--- src/rtl/drf_defs.svh ---
// constants for the reference mask, failure and frequency report block
// Operation
// - A 16-bit read/write check mask register sits at offset 006A hex, resets to zero and holds one nibble per reference, reference 3 on top.
// - A set multi-period lower-limit mask bit (top bit of a nibble) makes that reference's multi-period lower check pass.
// - A set multi-period upper-limit mask bit (second bit of a nibble) makes that reference's multi-period upper check pass.
// - A set single-period lower-limit mask bit (third bit of a nibble) makes that reference's single-period lower check pass.
// - A set single-period upper-limit mask bit (lowest bit of a nibble) makes that reference's single-period upper check pass.
// - Reference 3's detected frequency reads as a 3-bit code in bits 11 to 9, coded 8 kHz up to 19.44 MHz, 111 reserved.
// - A read-only failure flag register at offset 0069 hex shows one flag per reference and check, and a masked check never fails.
`ifndef DRF_DEFS_SVH
`define DRF_DEFS_SVH

// register indices; byte address is four times the index
`define DRF_IDX_FAIL      8'h69
`define DRF_IDX_MASK      8'h6A
`define DRF_IDX_FREQ      8'h6B
`define DRF_IDX_IRQ_STAT  8'h70
`define DRF_IDX_IRQ_MASK  8'h71
`define DRF_IDX_LSB       2

// register layout
`define DRF_REG_W         16
`define DRF_MASK_RST      16'h0000
`define DRF_IRQ_RST       16'h0000
`define DRF_NREF          4
`define DRF_NIB_W         4
`define DRF_CODE_W        3
`define DRF_BUS_W         32
`define DRF_SEL_W         4

// clock and nominal reference periods in picoseconds
`define DRF_CLK_PS        5000
`define DRF_PER_8K_PS     125000000
`define DRF_PER_1544_PS   647668
`define DRF_PER_2048_PS   488281
`define DRF_PER_4096_PS   244141
`define DRF_PER_8192_PS   122070
`define DRF_PER_16384_PS  61035
`define DRF_PER_1944_PS   51440

// loss of reference: no edge for this long
`define DRF_LOSS_TIME_NS  250000
`define DRF_LOSS_CYCLES   ((`DRF_LOSS_TIME_NS * 1000) / `DRF_CLK_PS)

// averaging window is two to this power periods
`define DRF_AVG_LOG2      3
// single-period tolerance is nominal shifted right by this
`define DRF_SGL_TOL_SH    2
// multi-period tolerance is the nominal window sum shifted right by this
`define DRF_MUL_TOL_SH    5

`endif

--- src/rtl/drf_pkg.sv ---
// types shared by the reference mask, failure and frequency report block
package drf_pkg;

	// detected frequency code of one reference
	typedef enum logic [2:0] {
		DRF_F_8K    = 3'h0,
		DRF_F_1544  = 3'h1,
		DRF_F_2048  = 3'h2,
		DRF_F_4096  = 3'h3,
		DRF_F_8192  = 3'h4,
		DRF_F_16384 = 3'h5,
		DRF_F_1944  = 3'h6,
		DRF_F_RSVD  = 3'h7
	} drf_freq_t;

	// one nibble of checks, in register bit order
	typedef struct packed {
		logic multi_lower;
		logic multi_upper;
		logic single_lower;
		logic single_upper;
	} drf_chk_t;

	// classic wishbone request as seen by the slave
	typedef struct packed {
		logic        cyc;
		logic        stb;
		logic        we;
		logic [31:0] adr;
		logic [3:0]  sel;
		logic [31:0] dat;
	} drf_wb_req_t;

	// per-reference meter state, one-hot
	typedef enum logic [1:0] {
		DRF_ST_IDLE    = 2'b01,
		DRF_ST_MEASURE = 2'b10
	} drf_state_t;

endpackage : drf_pkg

--- src/rtl/drf_sync.sv ---
// three-stage synchroniser with agreement filter and rising-edge pulse
`timescale 1ns/1ps
module drf_sync (
	// clock and reset
	input  wire logic clk_in,
	input  wire logic sys_rst_in,
	// asynchronous level
	input  wire logic async_in,
	// filtered level and its rising edge
	output logic      level_out,
	output logic      rise_out
);
	import drf_pkg::*;

	logic       s1_q;
	logic       s2_q;
	logic       s3_q;
	logic       lvl_q;
	logic       rise_q;
	logic       primed_q;
	logic [2:0] fill_q;

	// shift chain; stage one feeds stage two only
	always_ff @(posedge clk_in) begin
		if (sys_rst_in) begin
			s1_q <= 1'b0;
			s2_q <= 1'b0;
			s3_q <= 1'b0;
		end else begin
			s1_q <= async_in;
			s2_q <= s1_q;
			s3_q <= s2_q;
		end
	end

	// stages hold real pin samples once three edges have passed since reset
	always_ff @(posedge clk_in) begin
		if (sys_rst_in) begin
			fill_q <= 3'h0;
		end else begin
			fill_q <= {fill_q[1:0], 1'b1};
		end
	end

	// a change counts once stages two and three agree; the first agreement
	// only loads the level, so a pin already high at reset gives no false edge
	always_ff @(posedge clk_in) begin
		if (sys_rst_in) begin
			lvl_q    <= 1'b0;
			rise_q   <= 1'b0;
			primed_q <= 1'b0;
		end else begin
			rise_q <= primed_q && (s2_q == s3_q) && s3_q && !lvl_q;
			if (fill_q[2] && (s2_q == s3_q)) begin
				lvl_q    <= s3_q;
				primed_q <= 1'b1;
			end
		end
	end

	assign level_out = lvl_q;
	assign rise_out  = rise_q;

endmodule : drf_sync

--- src/rtl/drf_irq.sv ---
// sticky event status with write-one-to-clear, mask and level interrupt
`timescale 1ns/1ps
`include "drf_defs.svh"
module drf_irq (
	// clock and reset
	input  wire logic                        clk_in,
	input  wire logic                        sys_rst_in,
	// events, one pulse per rising failure flag
	input  wire drf_pkg::drf_chk_t [3:0]     event_in,
	// software writes: clear pattern and new mask
	input  wire logic [`DRF_REG_W-1:0]       clear_in,
	input  wire logic                        mask_we_in,
	input  wire logic [`DRF_REG_W-1:0]       mask_in,
	// state and interrupt
	output logic [`DRF_REG_W-1:0]            status_out,
	output logic [`DRF_REG_W-1:0]            mask_out,
	output logic                             irq_out
);
	import drf_pkg::*;

	logic [`DRF_REG_W-1:0] stat_q;
	logic [`DRF_REG_W-1:0] mask_q;

	// set wins over a clear in the same cycle
	always_ff @(posedge clk_in) begin
		if (sys_rst_in) begin
			stat_q <= `DRF_IRQ_RST;
		end else begin
			stat_q <= (stat_q & ~clear_in) | event_in;
		end
	end

	// enable mask
	always_ff @(posedge clk_in) begin
		if (sys_rst_in) begin
			mask_q <= `DRF_IRQ_RST;
		end else if (mask_we_in) begin
			mask_q <= mask_in;
		end
	end

	assign status_out = stat_q;
	assign mask_out   = mask_q;
	assign irq_out    = |(stat_q & mask_q);

endmodule : drf_irq

--- src/rtl/drf_top.sv ---
// reference monitor: period checks with mask, failure flags, frequency report, wishbone slave
//
// Implementation choice: the Wishbone slave port.
`timescale 1ns/1ps
`include "drf_defs.svh"
module drf_top #(
	parameter int unsigned ADDR_W      = 12,
	parameter int unsigned CNT_W       = 16,
	parameter int unsigned AVG_LOG2    = `DRF_AVG_LOG2,
	parameter int unsigned LOSS_CYCLES = `DRF_LOSS_CYCLES
) (
	// clock and reset
	input  wire logic                     clk_in,
	input  wire logic                     sys_rst_in,
	// reference clock pins, asynchronous
	input  wire logic [`DRF_NREF-1:0]     timing_input_in,
	// wishbone slave
	input  wire logic                     wb_cyc_in,
	input  wire logic                     wb_stb_in,
	input  wire logic                     wb_we_in,
	input  wire logic [ADDR_W-1:0]        wb_adr_in,
	input  wire logic [`DRF_SEL_W-1:0]    wb_sel_in,
	input  wire logic [`DRF_BUS_W-1:0]    wb_dat_in,
	output logic [`DRF_BUS_W-1:0]         wb_dat_out,
	output logic                          wb_ack_out,
	// interrupt
	output logic                          irq_out
);
	import drf_pkg::*;

	// the period counter stops at LOSS_LAST, so LOSS_CYCLES must not exceed 2**CNT_W
	localparam int unsigned SUM_W = CNT_W + AVG_LOG2;
	localparam int unsigned IDX_W = ADDR_W - `DRF_IDX_LSB;
	localparam logic [CNT_W-1:0] LOSS_LAST = CNT_W'(LOSS_CYCLES - 1);
	localparam logic [AVG_LOG2-1:0] WIN_LAST = {AVG_LOG2{1'b1}};

	// nominal period of a frequency code in clock cycles
	function automatic logic [CNT_W-1:0] nominal(input drf_freq_t code);
		int unsigned ps;
		ps = `DRF_PER_8K_PS;
		unique case (code)
			DRF_F_8K:    ps = `DRF_PER_8K_PS;
			DRF_F_1544:  ps = `DRF_PER_1544_PS;
			DRF_F_2048:  ps = `DRF_PER_2048_PS;
			DRF_F_4096:  ps = `DRF_PER_4096_PS;
			DRF_F_8192:  ps = `DRF_PER_8192_PS;
			DRF_F_16384: ps = `DRF_PER_16384_PS;
			DRF_F_1944:  ps = `DRF_PER_1944_PS;
			DRF_F_RSVD:  ps = `DRF_PER_8K_PS;
		endcase
		return CNT_W'(ps / `DRF_CLK_PS);
	endfunction : nominal

	// midpoint between two codes' nominal periods
	function automatic logic [CNT_W-1:0] midpoint(input drf_freq_t a, input drf_freq_t b);
		logic [CNT_W:0] s;
		s = {1'b0, nominal(a)} + {1'b0, nominal(b)};
		return s[CNT_W:1];
	endfunction : midpoint

	// nearest nominal frequency for an average period
	function automatic drf_freq_t classify(input logic [CNT_W-1:0] avg);
		drf_freq_t c;
		if (avg < midpoint(DRF_F_1944, DRF_F_16384)) begin
			c = DRF_F_1944;
		end else if (avg < midpoint(DRF_F_16384, DRF_F_8192)) begin
			c = DRF_F_16384;
		end else if (avg < midpoint(DRF_F_8192, DRF_F_4096)) begin
			c = DRF_F_8192;
		end else if (avg < midpoint(DRF_F_4096, DRF_F_2048)) begin
			c = DRF_F_4096;
		end else if (avg < midpoint(DRF_F_2048, DRF_F_1544)) begin
			c = DRF_F_2048;
		end else if (avg < midpoint(DRF_F_1544, DRF_F_8K)) begin
			c = DRF_F_1544;
		end else begin
			c = DRF_F_8K;
		end
		return c;
	endfunction : classify

	// word-index match for a register
	function automatic logic reg_hit(input logic [ADDR_W-1:0] adr, input logic [7:0] idx);
		return adr[ADDR_W-1:`DRF_IDX_LSB] == IDX_W'(idx);
	endfunction : reg_hit

	// expand byte selects over the 16-bit register
	function automatic logic [`DRF_REG_W-1:0] lane_mask(input logic [`DRF_SEL_W-1:0] sel);
		return {{8{sel[1]}}, {8{sel[0]}}};
	endfunction : lane_mask

	// bus request carried as one struct
	drf_wb_req_t req;
	assign req = '{cyc: wb_cyc_in, stb: wb_stb_in, we: wb_we_in,
	               adr: 32'(wb_adr_in), sel: wb_sel_in, dat: wb_dat_in};

	// registers and per-reference results
	logic [`DRF_REG_W-1:0]         mask_q;
	drf_chk_t [`DRF_NREF-1:0]      raw_fail;
	drf_chk_t [`DRF_NREF-1:0]      fail_now;
	drf_chk_t [`DRF_NREF-1:0]      fail_prev_q;
	drf_chk_t [`DRF_NREF-1:0]      fail_rise;
	drf_chk_t [`DRF_NREF-1:0]      mask_chk;
	drf_freq_t [`DRF_NREF-1:0]     code;
	logic [`DRF_NREF-1:0]          rise;

	assign mask_chk = mask_q;

	// per-reference measurement: synchroniser, period counter, window sum, checks
	// a period is the cycle count between recognised rising edges, held against
	// the nominal of the code in force; each window of 2**AVG_LOG2 periods is summed,
	// checked and reclassified; no edge for LOSS_CYCLES flags both upper checks
	for (genvar g = 0; g < `DRF_NREF; g++) begin : g_ref
		drf_state_t          st_q;
		logic [CNT_W-1:0]    per_cnt_q;
		logic [SUM_W-1:0]    sum_q;
		logic [AVG_LOG2-1:0] n_q;
		drf_freq_t           code_q;
		drf_chk_t            fail_q;
		logic [CNT_W-1:0]    per;
		logic [CNT_W-1:0]    nom;
		logic [SUM_W-1:0]    sum_new;
		logic [SUM_W-1:0]    win_nom;

		drf_sync u_sync (
			.clk_in     (clk_in),
			.sys_rst_in (sys_rst_in),
			.async_in   (timing_input_in[g]),
			.level_out  (),
			.rise_out   (rise[g])
		);

		// length of the period that just ended, and the window totals
		assign per     = per_cnt_q + CNT_W'(1);
		assign nom     = nominal(code_q);
		assign sum_new = sum_q + SUM_W'(per);
		assign win_nom = SUM_W'(nom) << AVG_LOG2;

		// period counting, loss detection and state
		always_ff @(posedge clk_in) begin
			if (sys_rst_in) begin
				st_q      <= DRF_ST_IDLE;
				per_cnt_q <= '0;
			end else begin
				unique case (st_q)
					DRF_ST_IDLE: begin
						per_cnt_q <= '0;
						if (rise[g]) begin
							st_q <= DRF_ST_MEASURE;
						end
					end
					DRF_ST_MEASURE: begin
						if (rise[g]) begin
							per_cnt_q <= '0;
						end else if (per_cnt_q == LOSS_LAST) begin
							st_q      <= DRF_ST_IDLE; // reference lost
							per_cnt_q <= '0;
						end else begin
							per_cnt_q <= per;
						end
					end
				endcase
			end
		end

		// averaging window and detected frequency
		always_ff @(posedge clk_in) begin
			if (sys_rst_in) begin
				sum_q  <= '0;
				n_q    <= '0;
				code_q <= DRF_F_8K;
			end else if (st_q == DRF_ST_IDLE) begin
				sum_q <= '0;
				n_q   <= '0;
			end else if (rise[g]) begin
				n_q <= n_q + AVG_LOG2'(1);
				if (n_q == WIN_LAST) begin
					sum_q  <= '0;
					code_q <= classify(CNT_W'(sum_new >> AVG_LOG2));
				end else begin
					sum_q <= sum_new;
				end
			end
		end

		// raw period checks; lower means too short, upper too long or lost
		always_ff @(posedge clk_in) begin
			if (sys_rst_in) begin
				fail_q <= '0;
			end else if (st_q == DRF_ST_MEASURE) begin
				if (rise[g]) begin
					fail_q.single_lower <= per < (nom - (nom >> `DRF_SGL_TOL_SH));
					fail_q.single_upper <= per > (nom + (nom >> `DRF_SGL_TOL_SH));
					if (n_q == WIN_LAST) begin
						fail_q.multi_lower <= sum_new < (win_nom - (win_nom >> `DRF_MUL_TOL_SH));
						fail_q.multi_upper <= sum_new > (win_nom + (win_nom >> `DRF_MUL_TOL_SH));
					end
				end else if (per_cnt_q == LOSS_LAST) begin
					fail_q.single_upper <= 1'b1;
					fail_q.multi_upper  <= 1'b1;
				end
			end
		end

		assign raw_fail[g] = fail_q;
		assign code[g]     = code_q;
	end

	// a set mask bit forces its check to pass
	always_comb begin
		for (int r = 0; r < `DRF_NREF; r++) begin
			fail_now[r].multi_lower  = raw_fail[r].multi_lower  & ~mask_chk[r].multi_lower;
			fail_now[r].multi_upper  = raw_fail[r].multi_upper  & ~mask_chk[r].multi_upper;
			fail_now[r].single_lower = raw_fail[r].single_lower & ~mask_chk[r].single_lower;
			fail_now[r].single_upper = raw_fail[r].single_upper & ~mask_chk[r].single_upper;
		end
	end

	// rising failure flags become interrupt events
	// clearing a mask bit over a standing failure is an event as well
	always_ff @(posedge clk_in) begin
		if (sys_rst_in) begin
			fail_prev_q <= '0;
		end else begin
			fail_prev_q <= fail_now;
		end
	end

	assign fail_rise = fail_now & ~fail_prev_q;

	// register map, word index is the byte address over four
	//   failure flags     read only, raw checks with the check mask applied
	//   check mask        read/write
	//   frequency report  read only, four codes, top nibble zero
	//   interrupt status  write one to clear, a set wins over the clear
	//   interrupt mask    read/write
	//   anything else     acknowledged, reads zero, writes dropped
	//   byte lanes: sel[0] bits 7:0, sel[1] bits 15:8, upper lanes ignored
	// bus decode
	logic                  ack_q;
	logic [`DRF_BUS_W-1:0] dat_q;
	logic                  req_on;
	logic                  wr_commit;
	logic [`DRF_REG_W-1:0] lanes;
	logic [`DRF_REG_W-1:0] wr_val;
	logic [`DRF_REG_W-1:0] irq_stat;
	logic [`DRF_REG_W-1:0] irq_mask;
	logic [`DRF_REG_W-1:0] irq_clear;
	logic [`DRF_REG_W-1:0] freq_word;
	logic                  hit_fail;
	logic                  hit_mask;
	logic                  hit_freq;
	logic                  hit_ist;
	logic                  hit_imsk;
	logic                  irq_raw;
	logic                  irq_q;

	assign req_on    = req.cyc && req.stb;
	assign wr_commit = req_on && req.we && ack_q;
	assign lanes     = lane_mask(req.sel);
	assign wr_val    = req.dat[`DRF_REG_W-1:0];

	// one select per register, shared by the read mux and the write strobes
	assign hit_fail = reg_hit(req.adr[ADDR_W-1:0], `DRF_IDX_FAIL);
	assign hit_mask = reg_hit(req.adr[ADDR_W-1:0], `DRF_IDX_MASK);
	assign hit_freq = reg_hit(req.adr[ADDR_W-1:0], `DRF_IDX_FREQ);
	assign hit_ist  = reg_hit(req.adr[ADDR_W-1:0], `DRF_IDX_IRQ_STAT);
	assign hit_imsk = reg_hit(req.adr[ADDR_W-1:0], `DRF_IDX_IRQ_MASK);

	// frequency report word, top nibble reads zero
	assign freq_word = {4'h0, code[3], code[2], code[1], code[0]};

	// ack one cycle after the request is taken, dropped the cycle after
	// a request still held after ack would be taken again, so masters idle a cycle
	always_ff @(posedge clk_in) begin
		if (sys_rst_in) begin
			ack_q <= 1'b0;
		end else begin
			ack_q <= req_on && !ack_q;
		end
	end

	// read data captured when the request is taken; unmapped reads zero
	// the word holds until the next request is taken, so a slow master still sees it
	always_ff @(posedge clk_in) begin
		if (sys_rst_in) begin
			dat_q <= '0;
		end else if (req_on && !ack_q) begin
			dat_q <= '0;
			if (hit_fail) begin
				dat_q <= `DRF_BUS_W'(fail_now);
			end else if (hit_mask) begin
				dat_q <= `DRF_BUS_W'(mask_q);
			end else if (hit_freq) begin
				dat_q <= `DRF_BUS_W'(freq_word);
			end else if (hit_ist) begin
				dat_q <= `DRF_BUS_W'(irq_stat);
			end else if (hit_imsk) begin
				dat_q <= `DRF_BUS_W'(irq_mask);
			end
		end
	end

	// check mask register, written at the acknowledging edge
	always_ff @(posedge clk_in) begin
		if (sys_rst_in) begin
			mask_q <= `DRF_MASK_RST;
		end else if (wr_commit && hit_mask) begin
			mask_q <= (mask_q & ~lanes) | (wr_val & lanes);
		end
	end

	// interrupt status clear pattern
	assign irq_clear = (wr_commit && hit_ist)
	                   ? (wr_val & lanes) : '0;

	// interrupt status and mask
	drf_irq u_irq (
		.clk_in     (clk_in),
		.sys_rst_in (sys_rst_in),
		.event_in   (fail_rise),
		.clear_in   (irq_clear),
		.mask_we_in (wr_commit && hit_imsk),
		.mask_in    ((irq_mask & ~lanes) | (wr_val & lanes)),
		.status_out (irq_stat),
		.mask_out   (irq_mask),
		.irq_out    (irq_raw)
	);

	// interrupt level from a flip-flop, one cycle behind status and mask
	// keeps the pin free of decode glitches
	always_ff @(posedge clk_in) begin
		if (sys_rst_in) begin
			irq_q <= 1'b0;
		end else begin
			irq_q <= irq_raw;
		end
	end

	assign wb_ack_out = ack_q;
	assign wb_dat_out = dat_q;
	assign irq_out    = irq_q;

endmodule : drf_top

--- config.mk ---
export PLATFORM = sky130hd
export DESIGN_NAME = drf_top
export DESIGN_NICKNAME = d
export VERILOG_FILES = /design/src/rtl/drf_pkg.sv /design/src/rtl/drf_sync.sv /design/src/rtl/drf_irq.sv /design/src/rtl/drf_top.sv
export VERILOG_INCLUDE_DIRS = /design/src /design/src/rtl
export SDC_FILE = /design/constraint.sdc
export NUM_CORES = 2
export LEC_CHECK = 0
export BUFFER_PORTS_ARGS = -buffer_cell sky130_fd_sc_hd__buf_2
export CAP_MARGIN = 15
export CORE_MARGIN = 2
export CORE_UTILIZATION = 40
export DETAILED_ROUTE_END_ITERATION = 12
export PLACE_DENSITY = 0.6
export SYNTH_ARGS = -nofsm -noshare
export SYNTH_HDL_FRONTEND = slang
export SYNTH_SLANG_ARGS = --single-unit
--- constraint.sdc ---
create_clock -name clk_in -period 34.3 [get_ports clk_in]
set_clock_uncertainty 0.1 [all_clocks]
set_input_delay 5.145 -clock clk_in [delete_from_list [all_inputs] [get_ports clk_in]]
set_output_delay 5.145 -clock clk_in [all_outputs]
set_load 0.02 [all_outputs]
==> metrics <==
RSZ-0062 raised after global routing=no; Die Span Y=327 um; Largest stage delay, worst path=between 1000 and 1500 ps; delay-heaviest family, CP=compound AO/OA/AOI/OAI gates; most used cell, CP=a21oi_1; Required @ worst endpoint=34740 ps; critical path launch point=g_ref[0].nom[14]$_DFF_P_; Worst Path Max Fanout=26; Worst-path clk slew=60 ps; Critical path buffers and inverters=2; dpl ws=18390 ps; Rows=118; port bufs=54; Worst EP arrival=16590 ps; synthesized instance count=5429; detailed placer's ending HPWL=87.4 mm; Remaining DRCs=0; top post-synthesis cells by count=574 x nor2_1, 568 x ha_1, 564 x a21oi_1; Leak=20.3 nW; via count=38400; ranking of synthesized cells by area=dfxtp_1 18%, ha_1 17%, a21oi_1 6.8%; H-tree depth=2; setup bufs post-CTS=0; GRT Util Overall=20.2%; initial core utilization=40.3%; FF-to-FF Start=g_ref[0].nom[14]$_DFF_P_; pin count of the biggest net entering global routing=65; count leader, synth=nor2_1; FFs w/ async S/R, synth=0%; Die Area=approximately 110000 sq um; Avg Inst Size Synth=7.67 sq um; max-cap viol count=0; Netlist Area Pre-Place=41600 sq um; post-synth top area share=17.6%; DRT iter0 DRCs=2361; vias in the first global route=36400; wire length per cell=16.1 um; synthesis-stage register bit count=around 370; yosys warns=0; sequential area share after synthesis=17.6%; critical path endpoint category=flop; total CTS buffers=46; ys flop type=dfxtp_1; worst setup margin=18150 ps; layout filler cell count=~10000; Min Clock Period, post-route=16150 ps; final worst path period share=47.1%; outcome=completed; num ports=between 90 and 100; DRT Wirelength=111 mm; CTS resizes=0; worst skew pair latency=610 ps; Worst-Margin Slew=roughly 1100 ps; hold_buf cts=0; R2R setup slack=18150 ps; CTS Sinks=365; CP startpoint kind=flop; Root Buffer=clkbuf_16; Worst path slowest cell=dfxtp_1; Min-Delay Path Class=reg -> reg; post-synth cell types=130; worst hold start=g_ref[0].u_sync.fill_q[1]$_SDFF_PP0_; setup TNS=0 ps; CTS tree=done; first-pass GRT wire length=183 mm; cell taking the most area after synthesis=dfxtp_1; Die X=327 um; clk buf depth=3; number of flops mapped to enable cells by yosys=0; synthesis-to-layout area growth=8.15%; Final Slew Violations=0; PwrDens=22.1 nW/um^2; Nets=6113; Core ar.=103000 sq um; antenna viol nets, final=0; relative slew slack=about 25%; share of cells above drive strength 1=5.77%; total grt overflow=0; crit path kind=reg -> reg; initial antenna violation count=8; final setup fails=0; Hold Vio Cnt, Final=0; DR pass1 iterations=5; peak supply drop=32.0 uV; RD Place Congestion=0.864; Via density=5.57; Max Clock Freq=61.9 MHz
[metrics by stage]
step	utilization, %	area [sq um]	hold WS [ps]	cells	power, mW
after floorplan	-	42000	307	5527	0.483
after global placement	42.0	43400	316	6804	0.496
after detailed placement	42.0	43400	325	6804	0.497
after CTS	43.6	45000	328	6888	1.00
after global routing	43.6	45000	355	6891	1.03
final	43.6	45000	322	6892	0.994
[metal layers]
metal | vias up | track usage, % | part of all wire [%]
li1 | 19600 | - | -
met1 | 18000 | 28.2 | 50
met2 | 669 | 33.4 | 45
met3 | 108 | 2.25 | 4.0
met4 | 4 | 3.91 | 1.4
met5 | - | 0 | 0.023
[area by class of cell]
cell class	instances	area (sq um)	share of cell area [%]
clock buffers	61	1300	2.88
diodes	4	10.0	0.0222
clock inverters	23	287	0.636
inverters	265	997	2.21
multi-input cells	4707	32900	73.0
well taps	1380	1730	3.84
flip-flops and latches	365	7310	16.2
repair buffers	87	520	1.16
[worst reg2reg max path, delay by kind of cell, from the launching register on]
| kind | cells | cell delay [ps] |
|---|---|---|
| simple gates | 20 | 5150 |
| flops | 1 | 1010 |
| fa+ha+maj | 2 | 520 |
| compound gates | 28 | 6920 |
| buf+inv | 2 | 900 |
| mux | 1 | 80 |
| xor+xnor | 4 | 1390 |
[final timing paths]
check                                    endpoint  depth (start not counted)
max               g_ref[0].fail_q[3]$_SDFFE_PP0P_                         57
min          g_ref[0].u_sync.fill_q[2]$_SDFF_PP0_                          1
max reg2reg       g_ref[0].fail_q[3]$_SDFFE_PP0P_                         57
min reg2reg  g_ref[0].u_sync.fill_q[2]$_SDFF_PP0_                          1
[layout by cell type, fill, tap and decap left out, types with 84 or more instances in the layout]
cell      Yosys  final
a21o_1       84     84
a21oi_1     564    564
conb_1        2    100
dfxtp_1     365    365
ha_1        568    568
inv_1       256    256
mux2i_1      94     94
nand2_1     303    303
nand2b_1    133    133
nand3_1     100    100
nor2_1      574    573
nor2b_1     238    237
nor3_1       97     97
o21ai_0     258    258
o21bai_1    165    165
xnor2_1     306    306
xor2_1      102    102
[cell families (layout without fill, tap and decap cells)]
logic type	Yosys count	count (layout)	share of synthesized area (%)
XOR/XNOR	411	411	8.73
flip-flops	365	365	17.6
buffers and inverters	455	436	4.38
adder cells (fa/ha/maj)	592	592	18.0
AO/OA/AOI/OAI	1646	1646	26.1
other	2	104	0.0180
AND/OR/NAND/NOR	1846	1846	22.5
multiplexers	112	112	2.78
[where the power goes]
group          switching (mW)  total, mW  internal [mW]
registers             0.00211      0.429          0.427
logic                  0.0364     0.0590         0.0226
clock network           0.208      0.507          0.299
total                   0.246      0.994          0.748
(Power assumes the default switching activity.)
